===== config.mk =====
export PLATFORM = sky130hd
export DESIGN_NAME = lcd_ram_bank_blink_control
export DESIGN_NICKNAME = d
export VERILOG_FILES = /design/src/pkg/lcd_ctl_pkg.sv /design/src/design/job_fifo.sv /design/src/design/lcd_ram_bank_blink_control.sv
export SDC_FILE = /design/constraint.sdc
export NUM_CORES = 1
export LEC_CHECK = 0
export ABC_AREA = 1
export BUFFER_PORTS_ARGS = -buffer_cell sky130_fd_sc_hd__clkbuf_2
export CAP_MARGIN = 10
export CELL_PAD_IN_SITES_DETAIL_PLACEMENT = 0
export CELL_PAD_IN_SITES_GLOBAL_PLACEMENT = 1
export CORE_ASPECT_RATIO = 0.9
export CORE_MARGIN = 2
export CORE_UTILIZATION = 41
export CTS_CLUSTER_SIZE = 30
export DETAILED_ROUTE_END_ITERATION = 10
export PLACE_DENSITY_LB_ADDON = 0.1
export SLEW_MARGIN = 25
export SYNTH_ARGS = -nofsm -noshare
export SYNTH_HDL_FRONTEND = slang
export SYNTH_SLANG_ARGS = --single-unit

===== constraint.sdc =====
create_clock -name ref_clk -period 3.66 [get_ports ref_clk]
set_input_delay 0.732 -clock ref_clk [delete_from_list [all_inputs] [get_ports ref_clk]]
set_output_delay 0.732 -clock ref_clk [all_outputs]
set_load 0.02 [all_outputs]

===== src/pkg/lcd_ctl_pkg.sv =====
// Shared constants, types and helpers of the display RAM, bank and blink control.
package lcd_ctl_pkg;

   localparam int RAM_WORDS = 24;
   localparam int RAM_BITS = 4;
   localparam int FIFO_DEPTH_DEF = 8;

   // Pin slots of the input synchroniser.
   localparam int PIN_SCL = 0;
   localparam int PIN_SDA = 1;
   localparam int PIN_SUB0 = 2;
   localparam int PIN_SA = 5;
   localparam int PIN_COUNT = 6;

   // Upper six bits of the slave address byte; bit 1 is the strap, bit 0 the write flag.
   localparam logic [5:0] SLAVE_ADDR_HI = 6'h1f;

   // Command byte fields.
   localparam int CMD_CONT_BIT = 7;
   localparam logic [1:0] OP_PTR = 2'h0;
   localparam logic [1:0] OP_RSVD = 2'h1;
   localparam logic [1:0] OP_MODE = 2'h2;
   localparam logic [1:0] OP_EXT = 2'h3;
   localparam logic [1:0] EXT_DEVSEL = 2'h0;
   localparam logic [1:0] EXT_BLINK = 2'h2;
   localparam logic [1:0] EXT_BANK = 2'h3;

   // Pause between RAM word writes in power-saving mode, in clock cycles.
   localparam logic [7:0] LP_STEP_WAIT = 8'h04;

   typedef enum logic [1:0] {
      MODE_1_4 = 2'b00,
      MODE_STATIC = 2'b01,
      MODE_1_2 = 2'b10,
      MODE_1_3 = 2'b11
   } drive_mode_e;

   typedef enum logic [1:0] {
      RX_IDLE = 2'b00,
      RX_ADDR = 2'b01,
      RX_CMD = 2'b10,
      RX_DATA = 2'b11
   } rx_state_e;

   typedef struct packed {
      drive_mode_e mode;
      logic enable;
      logic bias_half;
      logic low_power;
      logic in_bank;
      logic out_bank;
      logic [1:0] blink_rate;
      logic blink_alt;
   } cfg_s;

   localparam cfg_s CFG_RST = '{mode: MODE_1_4, enable: 1'b0, bias_half: 1'b0, low_power: 1'b0,
                                in_bank: 1'b0, out_bank: 1'b0, blink_rate: 2'h0, blink_alt: 1'b0};
   localparam logic [4:0] PTR_RST = 5'h00;
   localparam logic [2:0] SUBADDR_RST = 3'h0;

   typedef struct packed {
      logic [4:0] ptr;
      logic match_cur;
      logic match_next;
      drive_mode_e mode;
      logic bank;
      logic [7:0] data;
   } write_job_s;

   localparam int JOB_W = $bits(write_job_s);

   function automatic logic [3:0] step_of(input drive_mode_e m);
      unique case (m)
         MODE_STATIC: step_of = 4'h8;
         MODE_1_2: step_of = 4'h4;
         MODE_1_3: step_of = 4'h3;
         MODE_1_4: step_of = 4'h2;
      endcase
   endfunction : step_of

   function automatic logic [2:0] bits_of(input drive_mode_e m);
      unique case (m)
         MODE_STATIC: bits_of = 3'h1;
         MODE_1_2: bits_of = 3'h2;
         MODE_1_3: bits_of = 3'h3;
         MODE_1_4: bits_of = 3'h4;
      endcase
   endfunction : bits_of

endpackage : lcd_ctl_pkg


===== src/design/job_fifo.sv =====
// Parameterised first-in first-out buffer with valid and ready on both sides.
module job_fifo import lcd_ctl_pkg::*; #(
   parameter int WIDTH = JOB_W,
   parameter int DEPTH = FIFO_DEPTH_DEF
) (
   // Clock, reset and clock enable.
   input wire logic ref_clk,
   input wire logic rst_n,
   input wire logic clk_en,
   // Fill side.
   input wire logic in_valid,
   output logic in_ready,
   input wire logic [WIDTH-1:0] in_data,
   // Drain side.
   output logic out_valid,
   input wire logic out_ready,
   output logic [WIDTH-1:0] out_data
);

   localparam int AW = $clog2(DEPTH);

   typedef struct packed {
      logic [DEPTH-1:0][WIDTH-1:0] mem;
      logic [AW-1:0] wr;
      logic [AW-1:0] rd;
      logic [AW:0] count;
   } fifo_state_s;

   fifo_state_s s_q;
   fifo_state_s s_d;
   logic push;
   logic pop;

   assign in_ready = (s_q.count != (AW+1)'(DEPTH));
   assign out_valid = (s_q.count != '0);
   assign out_data = s_q.mem[s_q.rd];
   assign push = in_valid && in_ready;
   assign pop = out_valid && out_ready;

   always_comb begin
      s_d = s_q;
      if (push) begin
         s_d.mem[s_q.wr] = in_data;
         s_d.wr = (s_q.wr == AW'(DEPTH - 1)) ? '0 : s_q.wr + 1'b1;
      end
      if (pop) begin
         s_d.rd = (s_q.rd == AW'(DEPTH - 1)) ? '0 : s_q.rd + 1'b1;
      end
      if (push && !pop) begin
         s_d.count = s_q.count + 1'b1;
      end else if (pop && !push) begin
         s_d.count = s_q.count - 1'b1;
      end
   end

   always_ff @(posedge ref_clk) begin
      if (!rst_n) begin
         s_q <= '0;
      end else if (clk_en) begin
         s_q <= s_d;
      end
   end

endmodule : job_fifo


===== src/design/lcd_ram_bank_blink_control.sv =====
// Receiver, RAM store, bank selection and blinker of a segment display driver.
// What this block does
// Store only when subaddress counter equals strap.
// On mismatch skip store, still advance pointer.
// Pointer overflow increments the subaddress counter.
// Hand-over works inside a multi-address byte.
// Device select loads the subaddress counter.
// Four-plane mode shows bits 0,1,2,3 in turn.
// Three-plane mode shows bits 0,1,2 in turn.
// Two-plane default bank shows bits 0 and 1.
// Static default bank shows bit 0.
// Alternate output bank shows bit 2 (static) or bits 2 and 3.
// Alternate input bank stores into bit 2 (static) or bits 2,3.
// Input and output banks are held independently.
// Normal blink divides by 92160, 184320, 368640.
// Power-saving blink divides by 15360, 30720, 61440.
// Alternate-bank blink swaps banks at blink rate.
// Display blanks while enable bit is clear.
// Slave receiver only; SDA driven for acknowledge.
// Acknowledge holds SDA low through ninth pulse.
// Detect start, stop and idle bus.
// Master keeps SDA stable while SCL high.
// Power-saving overload stretches SCL low until done.
// Selection uses slave address, select value, strap.
// Pointer steps by eight, four, three, two.
// Bank bits ignored in three and four-plane modes.
// Blink command carries rate and mode bit.
// Device select carries a three-bit subaddress.
module lcd_ram_bank_blink_control import lcd_ctl_pkg::*; #(
   parameter int BLINK_DIV_N1 = 92160,
   parameter int BLINK_DIV_N2 = 184320,
   parameter int BLINK_DIV_N3 = 368640,
   parameter int BLINK_DIV_P1 = 15360,
   parameter int BLINK_DIV_P2 = 30720,
   parameter int BLINK_DIV_P3 = 61440,
   parameter int FIFO_DEPTH = FIFO_DEPTH_DEF
) (
   // Clock, reset and clock enable.
   input wire logic ref_clk,
   input wire logic rst_n,
   input wire logic clk_en,
   // Serial bus pins.
   input wire logic scl_in,
   output logic scl_out,
   output logic scl_oe,
   input wire logic sda_in,
   output logic sda_out,
   output logic sda_oe,
   // Straps.
   input wire logic hw_subaddr_bit0,
   input wire logic hw_subaddr_bit1,
   input wire logic hw_subaddr_bit2,
   input wire logic slave_addr_sel,
   // Display side.
   input wire logic mux_step,
   output logic [1:0] bp_phase,
   output logic [RAM_WORDS-1:0] seg_data,
   output logic drive_mode_hi,
   output logic drive_mode_lo,
   output logic bias_half,
   output logic low_power_select,
   output logic display_enable
);

   typedef struct packed {
      logic [PIN_COUNT-1:0] sync1;
      logic [PIN_COUNT-1:0] sync2;
      logic [PIN_COUNT-1:0] sync3;
      logic [PIN_COUNT-1:0] lvl;
      logic [1:0] prev;
      rx_state_e rx;
      logic [3:0] bitcnt;
      logic [7:0] shift;
      logic pending;
      logic ack;
      cfg_s cfg;
      logic [4:0] ptr;
      logic [2:0] subaddr;
      logic [18:0] blink_cnt;
      logic blink_on;
      logic busy;
      write_job_s job;
      logic [2:0] k;
      logic [7:0] wait_cnt;
      logic [1:0] phase;
      logic [RAM_WORDS-1:0] seg;
      logic [RAM_WORDS-1:0][RAM_BITS-1:0] ram;
   } state_s;

   state_s s_q;
   state_s s_d;

   logic scl_f;
   logic sda_f;
   logic [2:0] hw_sub;
   logic start_c;
   logic stop_c;
   logic scl_rise;
   logic scl_fall;
   logic [5:0] sum_c;
   logic ovf_c;
   logic [4:0] next_ptr_c;
   logic match_cur;
   logic match_next;
   logic addr_ok;
   logic need_push;
   logic take_c;
   logic we_c;
   logic bankable;
   logic out_sel;
   logic blank_c;
   logic [1:0] row_c;
   logic [18:0] half_c;
   write_job_s job_c;
   logic fifo_in_ready;
   logic fifo_out_valid;
   write_job_s fifo_out_data;

   assign scl_f = s_q.lvl[PIN_SCL];
   assign sda_f = s_q.lvl[PIN_SDA];
   assign hw_sub = s_q.lvl[PIN_SUB0+2:PIN_SUB0];
   assign start_c = scl_f && s_q.prev[PIN_SCL] && s_q.prev[PIN_SDA] && !sda_f;
   assign stop_c = scl_f && s_q.prev[PIN_SCL] && !s_q.prev[PIN_SDA] && sda_f;
   assign scl_rise = scl_f && !s_q.prev[PIN_SCL];
   assign scl_fall = !scl_f && s_q.prev[PIN_SCL];

   // Pointer bookkeeping happens at byte time, so the job already knows which of its addresses fall past the end.
   assign sum_c = {1'b0, s_q.ptr} + {2'b00, step_of(s_q.cfg.mode)};
   assign ovf_c = (sum_c >= 6'd24);
   assign next_ptr_c = ovf_c ? 5'(sum_c - 6'd24) : sum_c[4:0];
   assign match_cur = (s_q.subaddr == hw_sub);
   assign match_next = (3'(s_q.subaddr + 3'h1) == hw_sub);
   assign addr_ok = (s_q.shift[7:2] == SLAVE_ADDR_HI) && (s_q.shift[1] == s_q.lvl[PIN_SA]) && !s_q.shift[0];
   assign need_push = s_q.pending && (s_q.rx == RX_DATA) && (match_cur || (match_next && ovf_c));
   assign take_c = s_q.pending && (!need_push || fifo_in_ready);
   assign job_c = '{ptr: s_q.ptr, match_cur: match_cur, match_next: match_next, mode: s_q.cfg.mode,
                    bank: s_q.cfg.in_bank, data: s_q.shift};

   // Only static and two-plane modes have an alternate bank.
   assign bankable = (s_q.cfg.mode == MODE_STATIC) || (s_q.cfg.mode == MODE_1_2);
   assign out_sel = bankable && (s_q.cfg.out_bank ^ (s_q.cfg.blink_alt && (s_q.cfg.blink_rate != 2'h0) && !s_q.blink_on));
   assign row_c = {out_sel, 1'b0} + s_q.phase;
   assign blank_c = !s_q.cfg.enable || ((s_q.cfg.blink_rate != 2'h0) && !s_q.cfg.blink_alt && !s_q.blink_on);

   always_comb begin
      int div_c;
      div_c = BLINK_DIV_N1;
      unique case ({s_q.cfg.low_power, s_q.cfg.blink_rate})
         3'b001: div_c = BLINK_DIV_N1;
         3'b010: div_c = BLINK_DIV_N2;
         3'b011: div_c = BLINK_DIV_N3;
         3'b101: div_c = BLINK_DIV_P1;
         3'b110: div_c = BLINK_DIV_P2;
         3'b111: div_c = BLINK_DIV_P3;
         3'b000, 3'b100: div_c = 2;
      endcase
      half_c = 19'(div_c / 2);
   end

   always_comb begin
      logic [5:0] a6;
      logic [4:0] a;
      logic en;
      logic [1:0] base;
      int b;
      int idx;
      a6 = '0;
      a = '0;
      en = 1'b0;
      base = 2'h0;
      b = 0;
      idx = 0;
      we_c = 1'b0;
      s_d = s_q;

      s_d.sync1 = {slave_addr_sel, hw_subaddr_bit2, hw_subaddr_bit1, hw_subaddr_bit0, sda_in, scl_in};
      s_d.sync2 = s_q.sync1;
      s_d.sync3 = s_q.sync2;
      for (int p = 0; p < PIN_COUNT; p++) begin
         if (s_q.sync2[p] == s_q.sync3[p]) begin
            s_d.lvl[p] = s_q.sync3[p];
         end
      end
      s_d.prev = s_q.lvl[1:0];

      if (start_c) begin
         s_d.rx = RX_ADDR;
         s_d.bitcnt = 4'h0;
         s_d.pending = 1'b0;
         s_d.ack = 1'b0;
      end else if (stop_c) begin
         s_d.rx = RX_IDLE;
         s_d.bitcnt = 4'h0;
         s_d.pending = 1'b0;
         s_d.ack = 1'b0;
      end else if (s_q.rx != RX_IDLE) begin
         if (scl_rise && s_q.bitcnt < 4'h9) begin
            if (s_q.bitcnt < 4'h8) begin
               s_d.shift = {s_q.shift[6:0], sda_f};
            end
            s_d.bitcnt = s_q.bitcnt + 4'h1;
         end
         if (scl_fall && s_q.bitcnt == 4'h8) begin
            s_d.pending = 1'b1;
         end
         if (scl_fall && s_q.bitcnt == 4'h9) begin
            s_d.ack = 1'b0;
            s_d.bitcnt = 4'h0;
         end
         if (take_c) begin
            s_d.pending = 1'b0;
            unique case (s_q.rx)
               RX_ADDR: begin
                  s_d.ack = addr_ok;
                  s_d.rx = addr_ok ? RX_CMD : RX_IDLE;
               end
               RX_CMD: begin
                  s_d.ack = 1'b1;
                  if (!s_q.shift[CMD_CONT_BIT]) begin
                     s_d.rx = RX_DATA;
                  end
                  unique case (s_q.shift[6:5])
                     OP_PTR: s_d.ptr = s_q.shift[4:0];
                     OP_MODE: begin
                        s_d.cfg.low_power = s_q.shift[4];
                        s_d.cfg.enable = s_q.shift[3];
                        s_d.cfg.bias_half = s_q.shift[2];
                        s_d.cfg.mode = drive_mode_e'(s_q.shift[1:0]);
                     end
                     OP_RSVD: begin
                     end
                     OP_EXT: begin
                        if (s_q.shift[4:3] == EXT_DEVSEL) begin
                           s_d.subaddr = s_q.shift[2:0];
                        end else if (s_q.shift[4:3] == EXT_BANK && !s_q.shift[2]) begin
                           s_d.cfg.in_bank = s_q.shift[1];
                           s_d.cfg.out_bank = s_q.shift[0];
                        end else if (s_q.shift[4:3] == EXT_BLINK) begin
                           s_d.cfg.blink_alt = s_q.shift[2];
                           s_d.cfg.blink_rate = s_q.shift[1:0];
                        end
                     end
                  endcase
               end
               RX_DATA: begin
                  s_d.ack = match_cur || (match_next && ovf_c);
                  s_d.ptr = next_ptr_c;
                  if (ovf_c) begin
                     s_d.subaddr = s_q.subaddr + 3'h1;
                  end
               end
               RX_IDLE: begin
               end
            endcase
         end
      end

      if (s_q.cfg.blink_rate == 2'h0) begin
         s_d.blink_cnt = '0;
         s_d.blink_on = 1'b1;
      end else if (s_q.blink_cnt >= half_c - 19'h1) begin
         s_d.blink_cnt = '0;
         s_d.blink_on = !s_q.blink_on;
      end else begin
         s_d.blink_cnt = s_q.blink_cnt + 19'h1;
      end

      if (!s_q.busy) begin
         if (fifo_out_valid) begin
            s_d.busy = 1'b1;
            s_d.job = fifo_out_data;
            s_d.k = 3'h0;
            s_d.wait_cnt = 8'h00;
         end
      end else if (s_q.wait_cnt != 8'h00) begin
         s_d.wait_cnt = s_q.wait_cnt - 8'h01;
      end else begin
         a6 = {1'b0, s_q.job.ptr} + {3'b000, s_q.k};
         a = (a6 >= 6'd24) ? 5'(a6 - 6'd24) : a6[4:0];
         en = (a6 >= 6'd24) ? s_q.job.match_next : s_q.job.match_cur;
         base = (s_q.job.bank && (s_q.job.mode == MODE_STATIC || s_q.job.mode == MODE_1_2)) ? 2'h2 : 2'h0;
         b = int'(bits_of(s_q.job.mode));
         for (int j = 0; j < RAM_BITS; j++) begin
            idx = int'(s_q.k) * b + j;
            if (j < b && idx < 8 && en) begin
               s_d.ram[a][int'(base) + j] = s_q.job.data[7 - idx];
               we_c = 1'b1;
            end
         end
         if ({1'b0, s_q.k} == 4'(step_of(s_q.job.mode) - 4'h1)) begin
            s_d.busy = 1'b0;
         end else begin
            s_d.k = s_q.k + 3'h1;
         end
         s_d.wait_cnt = s_q.cfg.low_power ? LP_STEP_WAIT : 8'h00;
      end

      if ({1'b0, s_q.phase} >= bits_of(s_q.cfg.mode)) begin
         s_d.phase = 2'h0;
      end else if (mux_step) begin
         s_d.phase = ({1'b0, s_q.phase} + 3'h1 >= bits_of(s_q.cfg.mode)) ? 2'h0 : s_q.phase + 2'h1;
      end
      for (int w = 0; w < RAM_WORDS; w++) begin
         s_d.seg[w] = !blank_c && s_q.ram[w][row_c];
      end
   end

   always_ff @(posedge ref_clk) begin
      if (!rst_n) begin
         s_q <= '0;
         s_q.cfg <= CFG_RST;
         s_q.ptr <= PTR_RST;
         s_q.subaddr <= SUBADDR_RST;
         s_q.blink_on <= 1'b1;
      end else if (clk_en) begin
         s_q <= s_d;
      end
   end

   job_fifo #(.WIDTH(JOB_W), .DEPTH(FIFO_DEPTH)) u_job_fifo (
      .ref_clk(ref_clk),
      .rst_n(rst_n),
      .clk_en(clk_en),
      .in_valid(need_push),
      .in_ready(fifo_in_ready),
      .in_data(job_c),
      .out_valid(fifo_out_valid),
      .out_ready(!s_q.busy),
      .out_data(fifo_out_data)
   );

   assign scl_out = 1'b0;
   assign scl_oe = s_q.pending;
   assign sda_out = 1'b0;
   assign sda_oe = s_q.ack;
   assign bp_phase = s_q.phase;
   assign seg_data = s_q.seg;
   assign drive_mode_hi = s_q.cfg.mode[1];
   assign drive_mode_lo = s_q.cfg.mode[0];
   assign bias_half = s_q.cfg.bias_half;
   assign low_power_select = s_q.cfg.low_power;
   assign display_enable = s_q.cfg.enable;
endmodule : lcd_ram_bank_blink_control


==> key figures <==
Clock tree
  – Num CTS Buffers: between 40 and 50
  – CTS Sinks: roughly 390
  – Htree depth: 2
  – Clock transition at path regs: 0.06 ns
  – CTS tree: built
  – Worst skew pair latency: 0.60 ns
  – Maximum buffer depth of the clock tree: 3
  – Hold_buf cts: 0
  – Root Driver: clkbuf_16

Run status
  – Status: finished, final reports clean

Floorplan
  – Core ar.: 50,500 sq um
  – Die height: ~220 microns
  – Starting Density: approximately two fifths
  – Chip width: 242 microns
  – Die Area: between 50,000 and 60,000 sq um
  – Standard-cell rows: 78
  – I/O pin count: 45

Timing
  – Endpoints failing setup: 0
  – Skew final: between 0.01 and 0.015 ns
  – Final Hold Fails: 0
  – Slew Viols, Final: 0
  – Slew HR: between 30% and 40%
  – FMAX: approximately 290 MHz
  – Minimum clock period: around 3.5 ns
  – RSZ-0062 raised after global routing: yes
  – Hold Slack: between 0.3 and 0.4 ns
  – Worst-margin pin slew: approximately 0.9 ns
  – Period Utilization, post-route: 95.5%
  – Setup WS post-layout: 0.165 ns

Detailed routing
  – DRC: 0
  – Antenna-violating nets left: 0
  – TritonRoute pass-1 iters: 6
  – Drt wl/cell: ~17 microns
  – Final wirelength: about 65,000 microns
  – Initial drt markers: roughly 1,600
  – Detailed-route vias per instance: about 5.4
  – Routed via count: 20,431

Logic synthesis
  – Count leader, synth: nand2_1
  – Count of mapped cells out of synthesis: between 3,000 and 4,000
  – Synth unique cells: 45
  – Seq cells post-synth: 386
  – Fraction of registers with async set/reset: 0%
  – Synth top area share: roughly 37%
  – Most instantiated cells after synthesis: 680 x nand2_1, 386 x dfxtp_1, 360 x a21oi_1
  – EDFF count, synth: 0
  – Leading post-synthesis cells by cell area: dfxtp_1 37%, nand2_1 12%, a21oi_1 8.6%
  – Sequential element share of the synthesized area: 36.9%
  – Synthesized cell area: ~21,000 sq um
  – Primary FF master, synth: dfxtp_1
  – Synth area leader: dfxtp_1
  – Mean Syn Cell Area: roughly 6.7 sq um
  – Synthesis Warnings: 0

Place
  – RePlAce Congestion: approximately 0.83
  – Worst slack, placed: about 0.015 ns
  – PortBufs: between 40 and 50
  – DP HPWL: a little under 40,000 microns

Setup path
  – Req. time, crit path: between 4 and 5 ns
  – Reg-to-reg endpoint: s_q[78]$_SDFFE_PN0P_
  – CP Capture Type: flop
  – Setup CP Type: flop to flop
  – Arr. time, crit path: 4.01 ns
  – R2R Setup Slk: between 0.15 and 0.2 ns
  – Critical Path Start Type: flop
  – Crit path max fanout: 12
  – RR Startpoint: s_q[142]$_SDFFE_PN0P_
  – Worst R2R Path Depth: 21

Min path
  – HP Class: input pin to flop
  – Hold_sp: hw_subaddr_bit0
  – Hold path endpoint: s_d[222]$_SDFFE_PN0P_
  – Hold path cells: 3

Pwr
  – Worst vdd ir: approximately 340 uV
  – Leakage: between 0.009 and 0.01 uW
  – Power per Cell Area: 532 nW/um^2

Global route
  – Grt total ovfl: 0
  – Largest net degree at the start of global routing: ~120
  – First-pass GRT wire length: 101,000 microns
  – Total Routing Usage GR: 23.5%
  – Initial antenna violation count: 0
  – Vias in the first global route: 18,492

Cells and area
  – Layout cell share with drive strength beyond 1: between 9 and 10%
  – Filler cell count: around 5,200
  – Layout area overhead: 13.7%
  – Post-layout net count: about 3,200
  – N_diodes: 0

Flow run
  – Max-cap violation count: 0
## cell type report
cell class | instances | area, sq um | share of cell area (%)
multi-input cells | 2280 | 11600 | 48.6
clock buffers | 74 | 1370 | 5.73
flip-flops and latches | 386 | 7740 | 32.5
clock inverters | 9 | 165 | 0.693
inverters | 256 | 973 | 4.09
repair buffers | 124 | 1150 | 4.83
well taps | 680 | 851 | 3.57
## per-layer routing
layer / global-route usage (%) / part of all wire, % / vias to the layer above
met5: 0 / 0 / -
met2: 36.3 / 43 / 563
met3: 3.41 / 6.4 / 73
li1: - / - / 10260
met1: 34.2 / 49 / 9535
met4: 5.78 / 1.7 / 0
## metrics by stage
| stage | utilization (%) | cell area [sq um] | instances | setup TNS, ns | total power, uW |
|---|---|---|---|---|---|
| after global routing | 47.2 | 23800 | 3809 | -1.94 | 13300 |
| after detailed placement | 43.2 | 21800 | 3712 | 0 | 7810 |
| after floorplan | - | 21000 | 3148 | 0 | 6650 |
| final | 47.2 | 23800 | 3809 | 0 | 12700 |
| after global placement | 43.2 | 21800 | 3712 | 0 | 7790 |
| after CTS | 46.2 | 23300 | 3795 | 0 | 12600 |
## logic make-up (layout without fill, tap and decap cells)
kind of cell	count (synthesis)	in the layout	synth area share, %
adders and majority gates	79	79	4.90
and+or+nand+nor	1434	1434	28.9
buffers and inverters	482	463	9.50
AOI/OAI and AO/OA	733	733	18.5
other	2	3	0.0359
xor gates and xnor gates	31	31	1.33
DFF	386	386	36.9
## layout by cell type, fill, tap and decap left out, types with 8 or more instances in the layout
| cell type | count |
|---|---|
| ha_1 | 67 |
| nor3_1 | 47 |
| clkbuf_8 | 13 |
| a21o_1 | 18 |
| clkbuf_2 | 41 |
| buf_4 | 56 |
| nand2_2 | 14 |
| nand4_1 | 24 |
| clkbuf_16 | 50 |
| nor3_2 | 9 |
| clkbuf_1 | 16 |
| a21oi_1 | 356 |
| inv_2 | 12 |
| nand3_2 | 12 |
| nand2_1 | 670 |
| o21ai_1 | 20 |
| o21ai_0 | 266 |
| nor2_1 | 342 |
| buf_12 | 17 |
| xnor2_1 | 13 |
| o211ai_1 | 27 |
| xor2_1 | 14 |
| nor4_1 | 19 |
| nand3_1 | 261 |
| inv_1 | 237 |
| dfxtp_1 | 379 |
| nor2_4 | 8 |
| nor2_2 | 12 |
| o22ai_1 | 23 |
## sequential cells by signal, indices dropped and copies added (netlist names), named ones only
signal            count
seg_data             24
scl_oe                1
bp_phase              2
drive_mode_lo         1
u_job_fifo.s_q      154
low_power_select      1
job_c                14
sda_oe                1
display_enable        1
drive_mode_hi         1
hw_sub                3
s_q                 167
s_d                  14
bias_half             1
## worst max-delay path, cell delays in order (launching register included)
cell and delay [ns]:
dfxtp_4 0.40, inv_4 0.04, ha_2 0.19, nand2_2 0.07, inv_2 0.04, fa_1 0.50, ha_2 0.18, inv_2 0.04
fa_2 0.59, buf_6 0.14, inv_2 0.04, a21oi_2 0.11, nand3_1 0.07, nor2_1 0.09, nand2_1 0.09, nor2_4 0.11
buf_12 0.15, clkbuf_16 0.19, nand2_1 0.06, nand3_1 0.10, nand3_1 0.07, a21oi_1 0.15
## timing repair
item | CTS | global route
setup endpoints to repair | 5 | 113
setup buffers | 0 | 8
gates resized for setup | 1 | 75
pin swaps | 0 | 31
cloned | 0 | 6
## worst max path at each step
stage | from | to | slack, ns | cells after the start
final | s_q[142]$_SDFFE_PN0P_ | s_q[78]$_SDFFE_PN0P_ | 0.16 | 21
after global routing | s_q[142]$_SDFFE_PN0P_ | s_q[78]$_SDFFE_PN0P_ | -0.07 | 21
after CTS | s_q[143]$_SDFFE_PN0P_ | s_q[89]$_SDFFE_PN0P_ | 0.0009 | 19
after detailed placement | s_q[143]$_SDFFE_PN0P_ | s_q[63]$_SDFFE_PN0P_ | 0.02 | 20
after global placement | s_q[143]$_SDFFE_PN0P_ | s_q[89]$_SDFFE_PN0P_ | 0.02 | 19
after floorplan | s_q[143]$_SDFFE_PN0P_ | s_q[34]$_SDFFE_PN0P_ | 0.05 | 20
## power breakdown
part	switching, uW	internal, uW
Combinational	2490	1050
Clock	1910	2780
Sequential	101	4340
Total	4500	8160
Power figures use the tool's default switching activity.
